<file path="src/hw/fmh_defs.vh">
// register offsets, field positions, reset values for the fan stage controller
// included by the top controller file only; definitions only
`ifndef FMH_DEFS_VH
`define FMH_DEFS_VH

`define FMH_STAGES 5
`define FMH_OFF_CTRL 8'h00
`define FMH_OFF_SETP 8'h04
`define FMH_OFF_TEMP 8'h08
`define FMH_OFF_HYST 8'h0c
`define FMH_OFF_STAT 8'h10
`define FMH_OFF_OFFS_BASE 8'h20
`define FMH_OFF_PCT_BASE 8'h40
`define FMH_CTRL_COOL 0
`define FMH_CTRL_SCALE 1
`define FMH_CTRL_NLEV_LO 4
`define FMH_CTRL_NLEV_HI 6
`define FMH_RST_NLEV 3'h5
`define FMH_RST_SETP 16'h00c8
`define FMH_RST_TEMP 16'h00c8
`define FMH_RST_HYST 8'h01
`define FMH_RST_OFFS0 8'h00
`define FMH_RST_OFFS1 8'h0a
`define FMH_RST_OFFS2 8'h0f
`define FMH_RST_OFFS3 8'h14
`define FMH_RST_OFFS4 8'h1e
`define FMH_RST_PCT0 8'h01
`define FMH_RST_PCT1 8'h14
`define FMH_RST_PCT2 8'h32
`define FMH_RST_PCT3 8'h46
`define FMH_RST_PCT4 8'h5a

`endif

</file>
<file path="src/hw/fmh_stage.v">
// one two-point fan stage with its own hysteresis loop
// assumes temperatures and setpoint in signed 0.1 K units, offsets unsigned
`timescale 1ns/1ps
`default_nettype none

module fmh_stage (
    input wire clk_i,
    input wire rst_i,
    input wire eval_i,
    input wire enable_i,
    input wire cool_i,
    input wire kill_i,
    input wire [15:0] temp_i,
    input wire [15:0] setp_i,
    input wire [7:0] offs_i,
    input wire [7:0] hyst_i,
    output wire want_o,
    output wire act_d_o,
    output reg act_q_o
);
    wire signed [17:0] t;
    wire signed [17:0] s;
    wire signed [17:0] o;
    wire signed [17:0] h;
    wire signed [17:0] near;
    wire signed [17:0] far;
    wire on_req;
    wire off_cond;

    assign t = {{2{temp_i[15]}}, temp_i};
    assign s = {{2{setp_i[15]}}, setp_i};
    assign o = {10'h000, offs_i};
    assign h = {10'h000, hyst_i};
    // switch-off point and switch-on point of this stage
    assign near = cool_i ? (s + o) : (s - o);
    assign far = cool_i ? (near + h) : (near - h);
    assign on_req = cool_i ? (t > far) : (t < far);
    assign off_cond = cool_i ? (t <= near) : (t >= near);
    // inside the band the stage keeps its previous state
    assign want_o = enable_i & (on_req | (act_q_o & ~off_cond));
    assign act_d_o = want_o & ~kill_i;

    always @(posedge clk_i) begin
        if (rst_i) begin
            act_q_o <= 1'b0;
        end else if (eval_i) begin
            act_q_o <= act_d_o;
        end
    end
endmodule

`default_nettype wire

</file>
<file path="src/hw/fmh_ctrl.v">
// multi-stage two-point fan controller with a classic wishbone slave
// assumes one 10 MHz clock, synchronous active-high reset, wishbone master
// on the same clock
//
// Operation
// - up to five stages, each own hysteresis loop, all sharing one hyst_q width
// - heating: on below sp-off-hyst, off at sp-off
// - cooling: on above sp+off+hyst, off at sp+off
// - stage one off when higher stage needed
// - stage two off when stage three needed
// - stage one offset resets to zero kelvin
// - enumerated format sends speed number byte
// - scaling format sends level percentage byte
//
// Decided for this implementation: the Wishbone slave port and the register offsets.
`timescale 1ns/1ps
`default_nettype none
`include "fmh_defs.vh"

module fmh_ctrl (
    input wire clk_i,
    input wire rst_i,
    input wire wb_cyc_i,
    input wire wb_stb_i,
    input wire wb_we_i,
    input wire [7:0] wb_adr_i,
    input wire [3:0] wb_sel_i,
    input wire [31:0] wb_dat_i,
    output reg [31:0] wb_dat_o,
    output reg wb_ack_o,
    output reg [7:0] fan_level_o,
    output reg fan_send_o
);
    // ------------------------------------------------------------
    // configuration registers
    // ------------------------------------------------------------
    reg cool_q;
    reg scale_q;
    reg [2:0] nlev_q;
    reg [15:0] setp_q;
    reg [15:0] temp_q;
    reg [7:0] hyst_q;
    reg [7:0] offs_q [0:4];
    reg [7:0] pct_q [0:4];
    reg eval_q;
    reg [2:0] lvl_q;

    wire req;
    wire wr;
    wire [2:0] idx;
    wire in_offs;
    wire in_pct;
    wire [4:0] want;
    wire [4:0] act_d;
    wire [4:0] act_q;
    wire [4:0] kill;
    reg [2:0] lvl_d;
    reg [7:0] val_d;
    reg [31:0] rdat_d;
    integer i;
    localparam [7:0] OFFS_BASE = `FMH_OFF_OFFS_BASE;
    localparam [7:0] PCT_BASE = `FMH_OFF_PCT_BASE;

    assign req = wb_cyc_i & wb_stb_i & ~wb_ack_o;
    assign wr = req & wb_we_i;
    assign idx = wb_adr_i[4:2];
    assign in_offs = (wb_adr_i[7:5] == OFFS_BASE[7:5]) &&
                     (wb_adr_i[1:0] == 2'h0) && ({29'h0, idx} < `FMH_STAGES);
    assign in_pct = (wb_adr_i[7:5] == PCT_BASE[7:5]) &&
                    (wb_adr_i[1:0] == 2'h0) && ({29'h0, idx} < `FMH_STAGES);

    always @(posedge clk_i) begin
        if (rst_i) begin
            cool_q <= 1'b0;
            scale_q <= 1'b0;
            nlev_q <= `FMH_RST_NLEV;
            setp_q <= `FMH_RST_SETP;
            temp_q <= `FMH_RST_TEMP;
            hyst_q <= `FMH_RST_HYST;
            offs_q[0] <= `FMH_RST_OFFS0;
            offs_q[1] <= `FMH_RST_OFFS1;
            offs_q[2] <= `FMH_RST_OFFS2;
            offs_q[3] <= `FMH_RST_OFFS3;
            offs_q[4] <= `FMH_RST_OFFS4;
            pct_q[0] <= `FMH_RST_PCT0;
            pct_q[1] <= `FMH_RST_PCT1;
            pct_q[2] <= `FMH_RST_PCT2;
            pct_q[3] <= `FMH_RST_PCT3;
            pct_q[4] <= `FMH_RST_PCT4;
            eval_q <= 1'b0;
        end else begin
            eval_q <= 1'b0;
            if (wr && wb_sel_i[0]) begin
                case (wb_adr_i)
                    `FMH_OFF_CTRL: begin
                        cool_q <= wb_dat_i[`FMH_CTRL_COOL];
                        scale_q <= wb_dat_i[`FMH_CTRL_SCALE];
                        nlev_q <= wb_dat_i[`FMH_CTRL_NLEV_HI:`FMH_CTRL_NLEV_LO];
                    end
                    `FMH_OFF_SETP: begin
                        setp_q[7:0] <= wb_dat_i[7:0];
                        eval_q <= 1'b1;
                    end
                    `FMH_OFF_TEMP: begin
                        temp_q[7:0] <= wb_dat_i[7:0];
                        eval_q <= 1'b1;
                    end
                    `FMH_OFF_HYST: begin
                        hyst_q <= wb_dat_i[7:0];
                    end
                    default: begin
                        if (in_offs) begin
                            offs_q[idx] <= wb_dat_i[7:0];
                        end
                        if (in_pct) begin
                            pct_q[idx] <= wb_dat_i[7:0];
                        end
                    end
                endcase
            end
            if (wr && wb_sel_i[1]) begin
                if (wb_adr_i == `FMH_OFF_SETP) begin
                    setp_q[15:8] <= wb_dat_i[15:8];
                    eval_q <= 1'b1;
                end
                if (wb_adr_i == `FMH_OFF_TEMP) begin
                    temp_q[15:8] <= wb_dat_i[15:8];
                    eval_q <= 1'b1;
                end
            end
        end
    end

    // ------------------------------------------------------------
    // stages
    // ------------------------------------------------------------
    assign kill[0] = |want[4:1];
    assign kill[1] = want[2];
    assign kill[4:2] = 3'h0;

    genvar g;
    generate
        for (g = 0; g < `FMH_STAGES; g = g + 1) begin : gen_stage
            fmh_stage u_stage (
                .clk_i(clk_i),
                .rst_i(rst_i),
                .eval_i(eval_q),
                .enable_i({29'h0, nlev_q} > g),
                .cool_i(cool_q),
                .kill_i(kill[g]),
                .temp_i(temp_q),
                .setp_i(setp_q),
                .offs_i(offs_q[g]),
                .hyst_i(hyst_q),
                .want_o(want[g]),
                .act_d_o(act_d[g]),
                .act_q_o(act_q[g])
            );
        end
    endgenerate

    // ------------------------------------------------------------
    // fan level selection and output
    // ------------------------------------------------------------
    always @* begin
        lvl_d = 3'h0;
        for (i = 0; i < `FMH_STAGES; i = i + 1) begin
            if (act_d[i]) begin
                lvl_d = i[2:0] + 3'h1;
            end
        end
        if (lvl_d == 3'h0) begin
            val_d = 8'h00;
        end else if (scale_q) begin
            val_d = pct_q[lvl_d - 3'h1];
        end else begin
            val_d = {5'h00, lvl_d};
        end
    end

    always @(posedge clk_i) begin
        if (rst_i) begin
            lvl_q <= 3'h0;
            fan_level_o <= 8'h00;
            fan_send_o <= 1'b0;
        end else begin
            fan_send_o <= 1'b0;
            if (eval_q && (lvl_d != lvl_q)) begin
                lvl_q <= lvl_d;
                fan_level_o <= val_d;
                fan_send_o <= 1'b1;
            end
        end
    end

    // ------------------------------------------------------------
    // wishbone read path
    // ------------------------------------------------------------
    always @* begin
        rdat_d = 32'h00000000;
        case (wb_adr_i)
            `FMH_OFF_CTRL: begin
                rdat_d[`FMH_CTRL_COOL] = cool_q;
                rdat_d[`FMH_CTRL_SCALE] = scale_q;
                rdat_d[`FMH_CTRL_NLEV_HI:`FMH_CTRL_NLEV_LO] = nlev_q;
            end
            `FMH_OFF_SETP: rdat_d[15:0] = setp_q;
            `FMH_OFF_TEMP: rdat_d[15:0] = temp_q;
            `FMH_OFF_HYST: rdat_d[7:0] = hyst_q;
            `FMH_OFF_STAT: begin
                rdat_d[4:0] = act_q;
                rdat_d[10:8] = lvl_q;
                rdat_d[23:16] = fan_level_o;
            end
            default: begin
                if (in_offs) begin
                    rdat_d[7:0] = offs_q[idx];
                end
                if (in_pct) begin
                    rdat_d[7:0] = pct_q[idx];
                end
            end
        endcase
    end

    always @(posedge clk_i) begin
        if (rst_i) begin
            wb_ack_o <= 1'b0;
            wb_dat_o <= 32'h00000000;
        end else begin
            wb_ack_o <= req;
            if (req && !wb_we_i) begin
                wb_dat_o <= rdat_d;
            end
        end
    end
endmodule

`default_nettype wire

</file>
<file path="config.mk">
export PLATFORM = sky130hd
export DESIGN_NAME = fmh_ctrl
export DESIGN_NICKNAME = d
export VERILOG_FILES = /design/src/hw/fmh_stage.v /design/src/hw/fmh_ctrl.v
export VERILOG_INCLUDE_DIRS = /design/src /design/src/hw
export SDC_FILE = /design/constraint.sdc
export NUM_CORES = 1
export LEC_CHECK = 0
export ABC_AREA = 1
export BUFFER_PORTS_ARGS = -buffer_cell sky130_fd_sc_hd__buf_2
export CAP_MARGIN = 10
export CORE_UTILIZATION = 60
export CTS_CLUSTER_SIZE = 28
export DETAILED_ROUTE_END_ITERATION = 6
export PLACE_DENSITY = 0.78
export SYNTH_ARGS = -nofsm -noshare
export SYNTH_HDL_FRONTEND = slang
export SYNTH_SLANG_ARGS = --single-unit
</file>
<file path="constraint.sdc">
create_clock -name clk_i -period 9.2 [get_ports clk_i]
set_clock_uncertainty 0.1 [all_clocks]
set_input_delay 1.38 -clock clk_i [delete_from_list [all_inputs] [get_ports clk_i]]
set_output_delay 1.38 -clock clk_i [all_outputs]
set_load 0.005 [all_outputs]
</file>
# Yosys cells after proc, flatten, opt, wreduce, memory -nomap -nowiden
# Memories as Yosys holds them, arrays and structs flattened.
# Index checks and enable logic that the tools add are counted.
# word_totals
register_bits	88
latchBits	0
romBits	0
wordCells	188
ram_bits	80
out_inout_bits	42
memories	2
# op_classes
div	0
n_shift	0
n_reduce_logical	24
n_bitwise	28
n_lt_le_gt_ge	26
n_eq_ne	7
n_mul	0
muxes	61
addsub	21
# memory_table
name	words	word_bits	read_ports	rd_ports_with_merged_regs	wr	line_no	text
offs_q	5	8	6	0	5	fmh_ctrl.v:43	reg [7:0] offs_q [0:4];
pct_q	5	8	2	0	5	fmh_ctrl.v:44	reg [7:0] pct_q [0:4];
# op_table
cell	count
2-to-1 mux 18 bit	10
adder 18 x 9 -> 18 bit	5
>= comparator 16 x 18 -> 1 bit	5
greater-than comparator 16 x 18 -> 1 bit	5
<= comparator 16 x 18 -> 1 bit	5
< comparator 16 x 18 -> 1 bit	5
subtractor 18 x 9 -> 18 bit	5
adder 16 x 9 -> 17 bit	5
subtractor 16 x 9 -> 17 bit	5
2-to-1 mux 8 bit	7
2-to-1 mux 1 bit	31
one-hot mux 2 bit (5 select lines)	3
2-to-1 mux 3 bit	6
equality test 8 x 4 -> 1 bit, second input constant	2
OR reduction 8 bit	2
AND 1 bit	15
AND reduction 2 bit	6
one-hot mux 5 bit (2 select lines)	1
one-hot mux 3 bit (3 select lines)	1
equality test 8 x 3 -> 1 bit, second input constant	1
equality test 8 x 5 -> 1 bit, second input constant	1
logical AND 1 bit	8
zero test 8 bit	1
inverter 1 bit	8
other kinds (16)	24

# Depth between registers and ports, before layout
# Gate-level depths: netlist of the first run.
# An unclocked memory read counts as a cell.
# depth
word_depth	21
depth_mapped	62

# Hierarchy
# A second synthesis of the first run with hierarchy kept.
# unflattened
hier_cells	3569
area_unflattened_um2	25096.6
# by_module_without_submodules
mod	seq_area_each_um2	cells_per_inst	instances	area_each_um2
fmh_ctrl	5505.3	1115	1	9791.9
fmh_stage at gen_stage[2].u_stage ...	20.0	495	2	3093.0
fmh_stage at gen_stage[4].u_stage	20.0	495	1	3067.9
fmh_stage at gen_stage[1].u_stage	20.0	496	1	3064.2
fmh_stage at gen_stage[0].u_stage	20.0	473	1	2986.6

# Worst setup path before layout of the first run
# No wires, ideal clock.
# synth_timing
path_kind	register -> register
from	register cool_q
to	register fan_level_o[0]
setup_ps	116
arrival_ps	7611
period_less_slack_ps	7827
setup_slack_ps	1373
stages_incl_launch_ff	58
cell_sequence	dfxtp_1 > buf_2 > clkbuf_1 > clkbuf_1 > nand2_1 > o21ai_0 > inv_1 > fa_1 > o21ai_0 > a21oi_1 > o21ai_0 > xor2_1 > inv_1 > ha_1 > nand2_1 > nor3_1 > nand2_1 > o211ai_1 > (+22 left out) > nand2_2 > nand2_2 > nor2_2 > nand2_2 > nand2_2 > nand2_4 > nand2_8 > buf_4 > inv_2 > ha_1 > clkbuf_1 > clkinv_1 > o211ai_1 > o211ai_1 > o21ai_0 > nor2_1 > nand2_1 > o21ai_1
# synth_via
elab_chain_cells	19
word_cells_on_any_way	87
# synth_lines
element	line_no	text
from (decl)	fmh_ctrl.v:37	reg cool_q;
from (signal assigned)	fmh_ctrl.v:96	cool_q <= wb_dat_i[`FMH_CTRL_COOL];
2-to-1 mux 18 bit	fmh_stage.v:35	assign near = cool_i ? (s + o) : (s - o);
subtractor 18 x 9 -> 18 bit, or another cell as far along	fmh_stage.v:36	assign far = cool_i ? (near + h) : (near - h);
2-to-1 mux 18 bit / 2-to-1 mux 1 bit (equally long branches)	fmh_stage.v:36, fmh_stage.v:38	
< comparator 16 x 18 -> 1 bit, or another cell as far along	fmh_stage.v:37	assign on_req = cool_i ? (t > far) : (t < far);
2-to-1 mux 1 bit / AND 1 bit (equally long branches)	fmh_stage.v:37, fmh_stage.v:40	
bitwise OR 1 bit	fmh_stage.v:40	assign want_o = enable_i & (on_req | (act_q_o & ~off_cond));
AND 1 bit	fmh_stage.v:40	
OR reduction 4 bit	fmh_ctrl.v:137	assign kill[0] = |want[4:1];
inverter 1 bit	fmh_stage.v:41	assign act_d_o = want_o & ~kill_i;
AND 1 bit	fmh_stage.v:41	
2-to-1 mux 1 bit	fmh_ctrl.v:168	if (act_d[i]) begin
2-to-1 mux 3 bit (3 in a row)	fmh_ctrl.v:168	
2-to-1 mux 3 bit *	fmh_ctrl.v:168	
subtractor 3 x 1 -> 3 bit	fmh_ctrl.v:175	val_d = pct_q[lvl_d - 3'h1];
memory (5 x 8 bit)	n/a	
2-to-1 mux 8 bit	fmh_ctrl.v:174	end else if (scale_q) begin
2-to-1 mux 8 bit	fmh_ctrl.v:172	if (lvl_d == 3'h0) begin
to (signal assigned)	fmh_ctrl.v:190	fan_level_o <= val_d;
to (decl)	fmh_ctrl.v:31	output reg [7:0] fan_level_o,
# Every way passes the cells marked *; elsewhere a longest branch is shown, timed or not.
# A chain may end at the register's enable or synchronous reset.

==> results of run 1 <==
## state kept, by name, indices dropped and copies added (netlist names)
| signal | cells |
|---|---|
| offs_q | 64 |
| pct_q | 64 |
| wb_dat_o | 24 |
| setp_q | 16 |
| temp_q | 16 |
| fan_level_o | 8 |
| hyst_q | 8 |
| gen_stage.u_stage.act_q_o | 5 |
| lvl_q | 3 |
| nlev_q | 3 |
| cool_q | 1 |
| eval_q | 1 |
| fan_send_o | 1 |
| scale_q | 1 |
| wb_ack_o | 1 |
## synthesized netlist by cell type (8+ instances only)
cell / instances
inv_1: 395
edfxtp_1: 128
o21ai_1: 12
dfxtp_1: 88
o21ai_0: 136
inv_2: 14
o21bai_1: 39
a21oi_1: 319
nand4_1: 32
clkbuf_1: 51
a31oi_1: 16
buf_4: 11
nor3_1: 46
nand3_1: 155
o22ai_1: 33
xnor2_1: 51
nand2_2: 9
ha_1: 366
o31ai_1: 8
nand2_1: 570
fa_1: 10
nand3_2: 9
a221oi_1: 8
nor2_1: 222
a22oi_1: 8
xor2_1: 144
o211ai_1: 26
a21o_1: 16
## through the flow
| stage | util | total power [W] | cell area (um^2) | setup WS, ps | hold slack, ps |
|---|---|---|---|---|---|
| 3_5_place_dp | 0.640 | 0.00182 | 23500 | 842 | 357 |
| 3_3_place_gp | 0.640 | 0.00179 | 23500 | 1050 | 351 |
| 2_1_floorplan | - | 0.00164 | 22600 | 1370 | 344 |
| 5_1_grt | 0.660 | 0.00286 | 24200 | 0.827 | 391 |
| 6_report | 0.660 | 0.00274 | 24200 | 658 | 366 |
| 4_1_cts | 0.660 | 0.00272 | 24200 | 793 | 365 |
## power by group
group | switching (W) | internal (W)
clock network | 0.000378 | 0.000533
logic | 0.000488 | 0.000262
registers | 0.0000202 | 0.00105
total | 0.000886 | 0.00185
## cell type report
class	count	area, um^2
multi-input cells	2366	15200
fillers	3211	12500
flip-flops and latches	216	5610
inverters	416	1560
clock buffers	34	669
well taps	468	586
repair buffers	93	558
clock inverters	10	73.8
## worst max path at each step
stage                                from                           to  slack, ps  cells past startpoint
2_1_floorplan         cool_q$_SDFFE_PP0P_  fan_level_o[0]$_SDFFE_PP0P_       1370                     57
3_3_place_gp   offs_q[0][4]$_SDFFCE_PN0P_  fan_level_o[0]$_SDFFE_PP0P_       1050                     53
3_5_place_dp   offs_q[1][0]$_SDFFCE_PN0P_  fan_level_o[0]$_SDFFE_PP0P_        840                     51
4_1_cts        offs_q[1][0]$_SDFFCE_PN0P_  fan_level_o[0]$_SDFFE_PP0P_        790                     51
5_1_grt               cool_q$_SDFFE_PP0P_  fan_level_o[0]$_SDFFE_PP0P_        0.8                     54
6_report       offs_q[1][0]$_SDFFCE_PN0P_  fan_level_o[0]$_SDFFE_PP0P_        660                     51
## critical path: cells and delay by family, from the launching register on
kind / cells / cell delay, ps
and+or+nand+nor: 24 / 2880
DFF: 1 / 450
xor gates and xnor gates: 2 / 420
AOI/OAI and AO/OA: 13 / 1980
buffers and inverters: 6 / 590
adders and majority gates: 5 / 1710
muxes: 1 / 260
## per-layer routing
metal	up-vias	global-route usage	part of all wire
li1	10400	-	-
met1	10000	0.452	0.39
met2	1125	0.613	0.46
met3	285	0.0534	0.091
met4	2	0.222	0.067
met5	-	0	0.00026
## logic make-up after synthesis
kind of cell | after synthesis | share of synthesized area
fa+ha+maj | 376 | 0.213
flops | 216 | 0.250
xor+xnor | 195 | 0.0762
other cells | 1 | 0.000167
compound gates | 661 | 0.169
mux | 1 | 0.000447
buf+inv | 490 | 0.0845
simple gates | 1077 | 0.207
==> metrics, run 1 <==
status=finished, violations left; failing checks=design-rule violations; Die Ht=195 um; Most used DFF post-synth=edfxtp_1; Initial Util=0.611; Slew HR=0.199; Buffers on Ports=64; most frequent CP cell=nand2_1; path depth of the worst reg2reg path=51; Site Rows=70; WL final=72.0 mm; drt drc=1; number of synthesized flops with an enable pin=128; # diodes=0; P_leak=12.0 nW; synth unique cells=57; unrepaired setup endpoints after global routing=no; CP startpoint kind=register; grt total ovfl=0; cells resized by post-CTS repair=0; Slowest cell on crit path=nor4_1; Post-CTS Setup Inserts=0; Max Slew Vio Count=0; Vias=21.9k; max_cap viols=0; flop-to-flop setup slack=660 ps; worst hold path type=register to register; hold_buf cts=0; Worst path max stage delay=710 ps; Syn. warnings=0; Die Wd=195 um; # IOs=91; Setup Crit Path Kind=register to register; top cells by area, synth=ha_1 20%, edfxtp_1 17%, nand2_1 9.5%, dfxtp_1 7.9%, a21oi_1 7.1%; initial antenna violation count=1; largest net degree at the start of global routing=71; Post-Syn Instances=3017; placed insts=3559; Longest Clk Path Bufs=3; Worst Hold Depth=2; CTS root buffer=clkbuf_16; setup TNS=0 ps; drt wl/cell=20.0 um; Core ar.=36700 um^2; routed vias/inst=6.07; vias in the first global route=20.5k; top-area cell type share of the netlist area=0.204; TritonRoute pass-1 iters=7; Final Instance Count excl. Fillers=3603; area delta synth->final=8.07%; post-synth design cell area=22400 um^2; Antenna Nets Post-Route=0; crit path capture type=register; Max IR drop VDD=172 uV; Post-Syn Area per Cell=7.43 um^2; Worst Path Required=9510 ps; worst r2r src=offs_q[1][0]$_SDFFCE_PN0P_; CTS tree=yes; first-pass GRT wire length=109 mm; Post-DP HPWL=53.6 mm; Final Wtd Congestion=0.970; H-tree levels=1; sequential area share after synthesis=0.250; aggregate global-route resource usage=0.368; Final Hold Viols=0; crit share post-route=0.928; # setup viols final=0; WHS Endpoint=wb_dat_o[3]$_SDFFE_PP0P_; post-route minimum period=8540 ps; layout cell share with drive strength beyond 1=0.0635; Hold Startpoint=wb_dat_o[3]$_SDFFE_PP0P_; CTS clk-pin slew, worst paths=60 ps; clk sinks=216; Worst Path Max Fanout=18; post-synth top area cell=ha_1; ys async rst share=0; Seq cells post-synth=216; die area=38100 um^2; nets=3542; most frequent cells in the layout=570 x nand2_1, 394 x inv_1, 366 x ha_1; TritonCTS Buffers=24; worst skew pair latency=520 ps; Slew @ Worst Pin=1190 ps; Max Freq=117 MHz; power per standard cell area=113 nW/um^2; Worst EP arrival=8850 ps; starting DRC count in detailed routing=2283; most common cell after layout, fill and taps aside=nand2_1; Critical R2R Capture=fan_level_o[0]$_SDFFE_PP0P_
Note: power is estimated with default switching activity, not from simulation.
==> inputs of run 2 (changes only) <==
--- a/config.mk
+++ b/config.mk
@@ -12,7 +12,7 @@
 export CORE_UTILIZATION = 60
 export CTS_CLUSTER_SIZE = 28
 export DETAILED_ROUTE_END_ITERATION = 6
-export PLACE_DENSITY = 0.78
+export PLACE_DENSITY = 0.85
 export SYNTH_ARGS = -nofsm -noshare
 export SYNTH_HDL_FRONTEND = slang
 export SYNTH_SLANG_ARGS = --single-unit
==> metrics, run 2 (synthesized netlist as in run 1, its figures left out) <==
Worst EP arrival=9050 ps (+200 ps); # setup viols final=0 (unchanged); CP startpoint kind=register; P_leak=12.0 nW (-0.19%); Buffers on Ports=64 (unchanged); Worst Path Required=9500 ps (about the same); WL final=71.6 mm (-0.48%); status=completed; unrepaired setup endpoints after global routing=no; Site Rows=70 (unchanged); most common cell after layout, fill and taps aside=nand2_1; Final Hold Viols=0 (unchanged); Final Instance Count excl. Fillers=3604 (+0.028%); Slowest cell on crit path=edfxtp_1; Max IR drop VDD=172 uV (+0.51%); nets=3546 (+0.11%); Max Freq=114 MHz (-2.4%); most frequent cells in the layout=570 x nand2_1, 394 x inv_1, 366 x ha_1; # diodes=0 (unchanged); TritonRoute pass-1 iters=7 (unchanged); CTS root buffer=clkbuf_16; DP Area=23500 um^2 (+0.12%); starting DRC count in detailed routing=2199 (-3.7%); worst hold path type=register to register; # IOs=91 (unchanged); first-pass GRT wire length=109 mm (+0.29%); initial antenna violation count=1 (unchanged); Top Registers=offs_q (64), pct_q (64), wb_dat_o (24); setup ws final=452 ps (-206 ps); Worst Path Max Fanout=8 (-10); Post-CTS Setup Inserts=0 (unchanged); die area=38100 um^2 (unchanged); vias in the first global route=20.6k (+0.39%); design area=24200 um^2 (-0.19%); CTS tree=yes; Seq. cell area=5610 um^2 (about the same); Antenna Nets Post-Route=0 (unchanged); most frequent CP cell=nand2_1; layout cell share with drive strength beyond 1=0.0657 (+0.00221); crit path capture type=register; Multi-input gate area=15200 um^2 (about the same); Longest Clk Path Bufs=3 (unchanged); final-layout fill cell count=3137 (-2.3%); H-tree levels=1 (unchanged); WHS=368 ps (+2.00 ps); post-route minimum period=8750 ps (+206 ps); Post-DP HPWL=54.3 mm (+1.3%); Slew HR=0.194 (-0.00545); worst skew pair latency=520 ps (about the same); placed insts=3565 (+0.17%); clk sinks=216 (unchanged); aggregate global-route resource usage=0.368 (-0.000388); Die Ht=195 um (unchanged); setup TNS=0 ps (unchanged); Final Wtd Congestion=0.986 (+1.7%); post-place setup slack=511 ps (-331 ps); drt drc=0 (-1); hold_buf cts=0 (unchanged); Worst path max stage delay=510 ps (-200 ps); crit share post-route=0.951 (+0.0224); largest net degree at the start of global routing=47 (-34%); Max Slew Vio Count=0 (unchanged); power per standard cell area=110 nW/um^2 (-3.0%); Slew @ Worst Pin=1210 ps (+11.7 ps); drt wl/cell=19.9 um (-0.51%); max_cap viols=0 (unchanged); routed vias/inst=6.07 (about the same); Setup Crit Path Kind=register to register; CTS clk-pin slew, worst paths=70 ps (about the same); grt total ovfl=0 (unchanged); TritonCTS Buffers=22 (-8.3%); Core ar.=36700 um^2 (unchanged); Die Wd=195 um (unchanged); area delta synth->final=7.86%; Vias=21.9k (+0.12%); Initial Util=0.611 (unchanged)
-- run 2: cell types whose count changed in the layout (fill, tap and decap cells not counted), sizes merged --
cell      change
clkbuf       -12
clkinvlp      +3
buf           +6
bufinv        -1
clkinv        +5
-- run 2: stage by stage --
step                      utilization  total power, W
final                           0.659         0.00265
after global routing            0.659         0.00278
after CTS                       0.658         0.00263
after detailed placement        0.640         0.00183
after global placement          0.640         0.00180
after floorplan                     -         0.00164
-- run 2: power breakdown --
group / leakage [nW] / switching [W] / internal (W) / total (W)
combinational: 9.78 / 0.000488 / 0.000266 / 0.000754
clock: 0.316 / 0.000382 / 0.000439 / 0.000821
sequential: 1.93 / 0.0000206 / 0.00105 / 0.00107
total: 12.0 / 0.000891 / 0.00176 / 0.00265
-- run 2: worst paths after layout --
path              slack (ps)                       start  depth (start not counted)                           to
hold / removal           370    wb_dat_o[0]$_SDFFE_PP0P_                          2     wb_dat_o[0]$_SDFFE_PP0P_
hold reg to reg          370    wb_dat_o[0]$_SDFFE_PP0P_                          2     wb_dat_o[0]$_SDFFE_PP0P_
setup reg to reg         450  offs_q[0][4]$_SDFFCE_PN0P_                         53  fan_level_o[0]$_SDFFE_PP0P_
setup / recovery         450  offs_q[0][4]$_SDFFCE_PN0P_                         53  fan_level_o[0]$_SDFFE_PP0P_
-- run 2: what timing repair did --
| item | in CTS | in global routing |
|---|---|---|
| endpoints found under the hold margin | 0 | 0 |
| endpoints found under the setup margin | 0 | 8 |
| resized for setup | 0 | 10 |
-- run 2: critical path: cells and delay by family (launching register included) --
family / cells / cell delay [ps]
simple gates: 27 / 3050
compound gates: 12 / 2140
flops: 1 / 510
fa+ha+maj: 5 / 1740
buf+inv: 7 / 720
xor+xnor: 2 / 400
-- run 2: final cells by class --
cell class              instances  share of cell area
clock buffers                  22              0.0228
clock inverters                17             0.00419
inverters                     416              0.0647
well taps                     468              0.0242
flip-flops and latches        216               0.232
multi-input cells            2366               0.628
repair buffers                 99              0.0244
-- run 2: per-layer routing --
layer | track usage | up-vias | share of wire
met2 | 0.607 | 1105 | 0.45
met4 | 0.212 | 2 | 0.063
met1 | 0.462 | 10100 | 0.39
li1 | - | 10400 | -
met5 | 0 | - | 0.00024
met3 | 0.0501 | 247 | 0.097
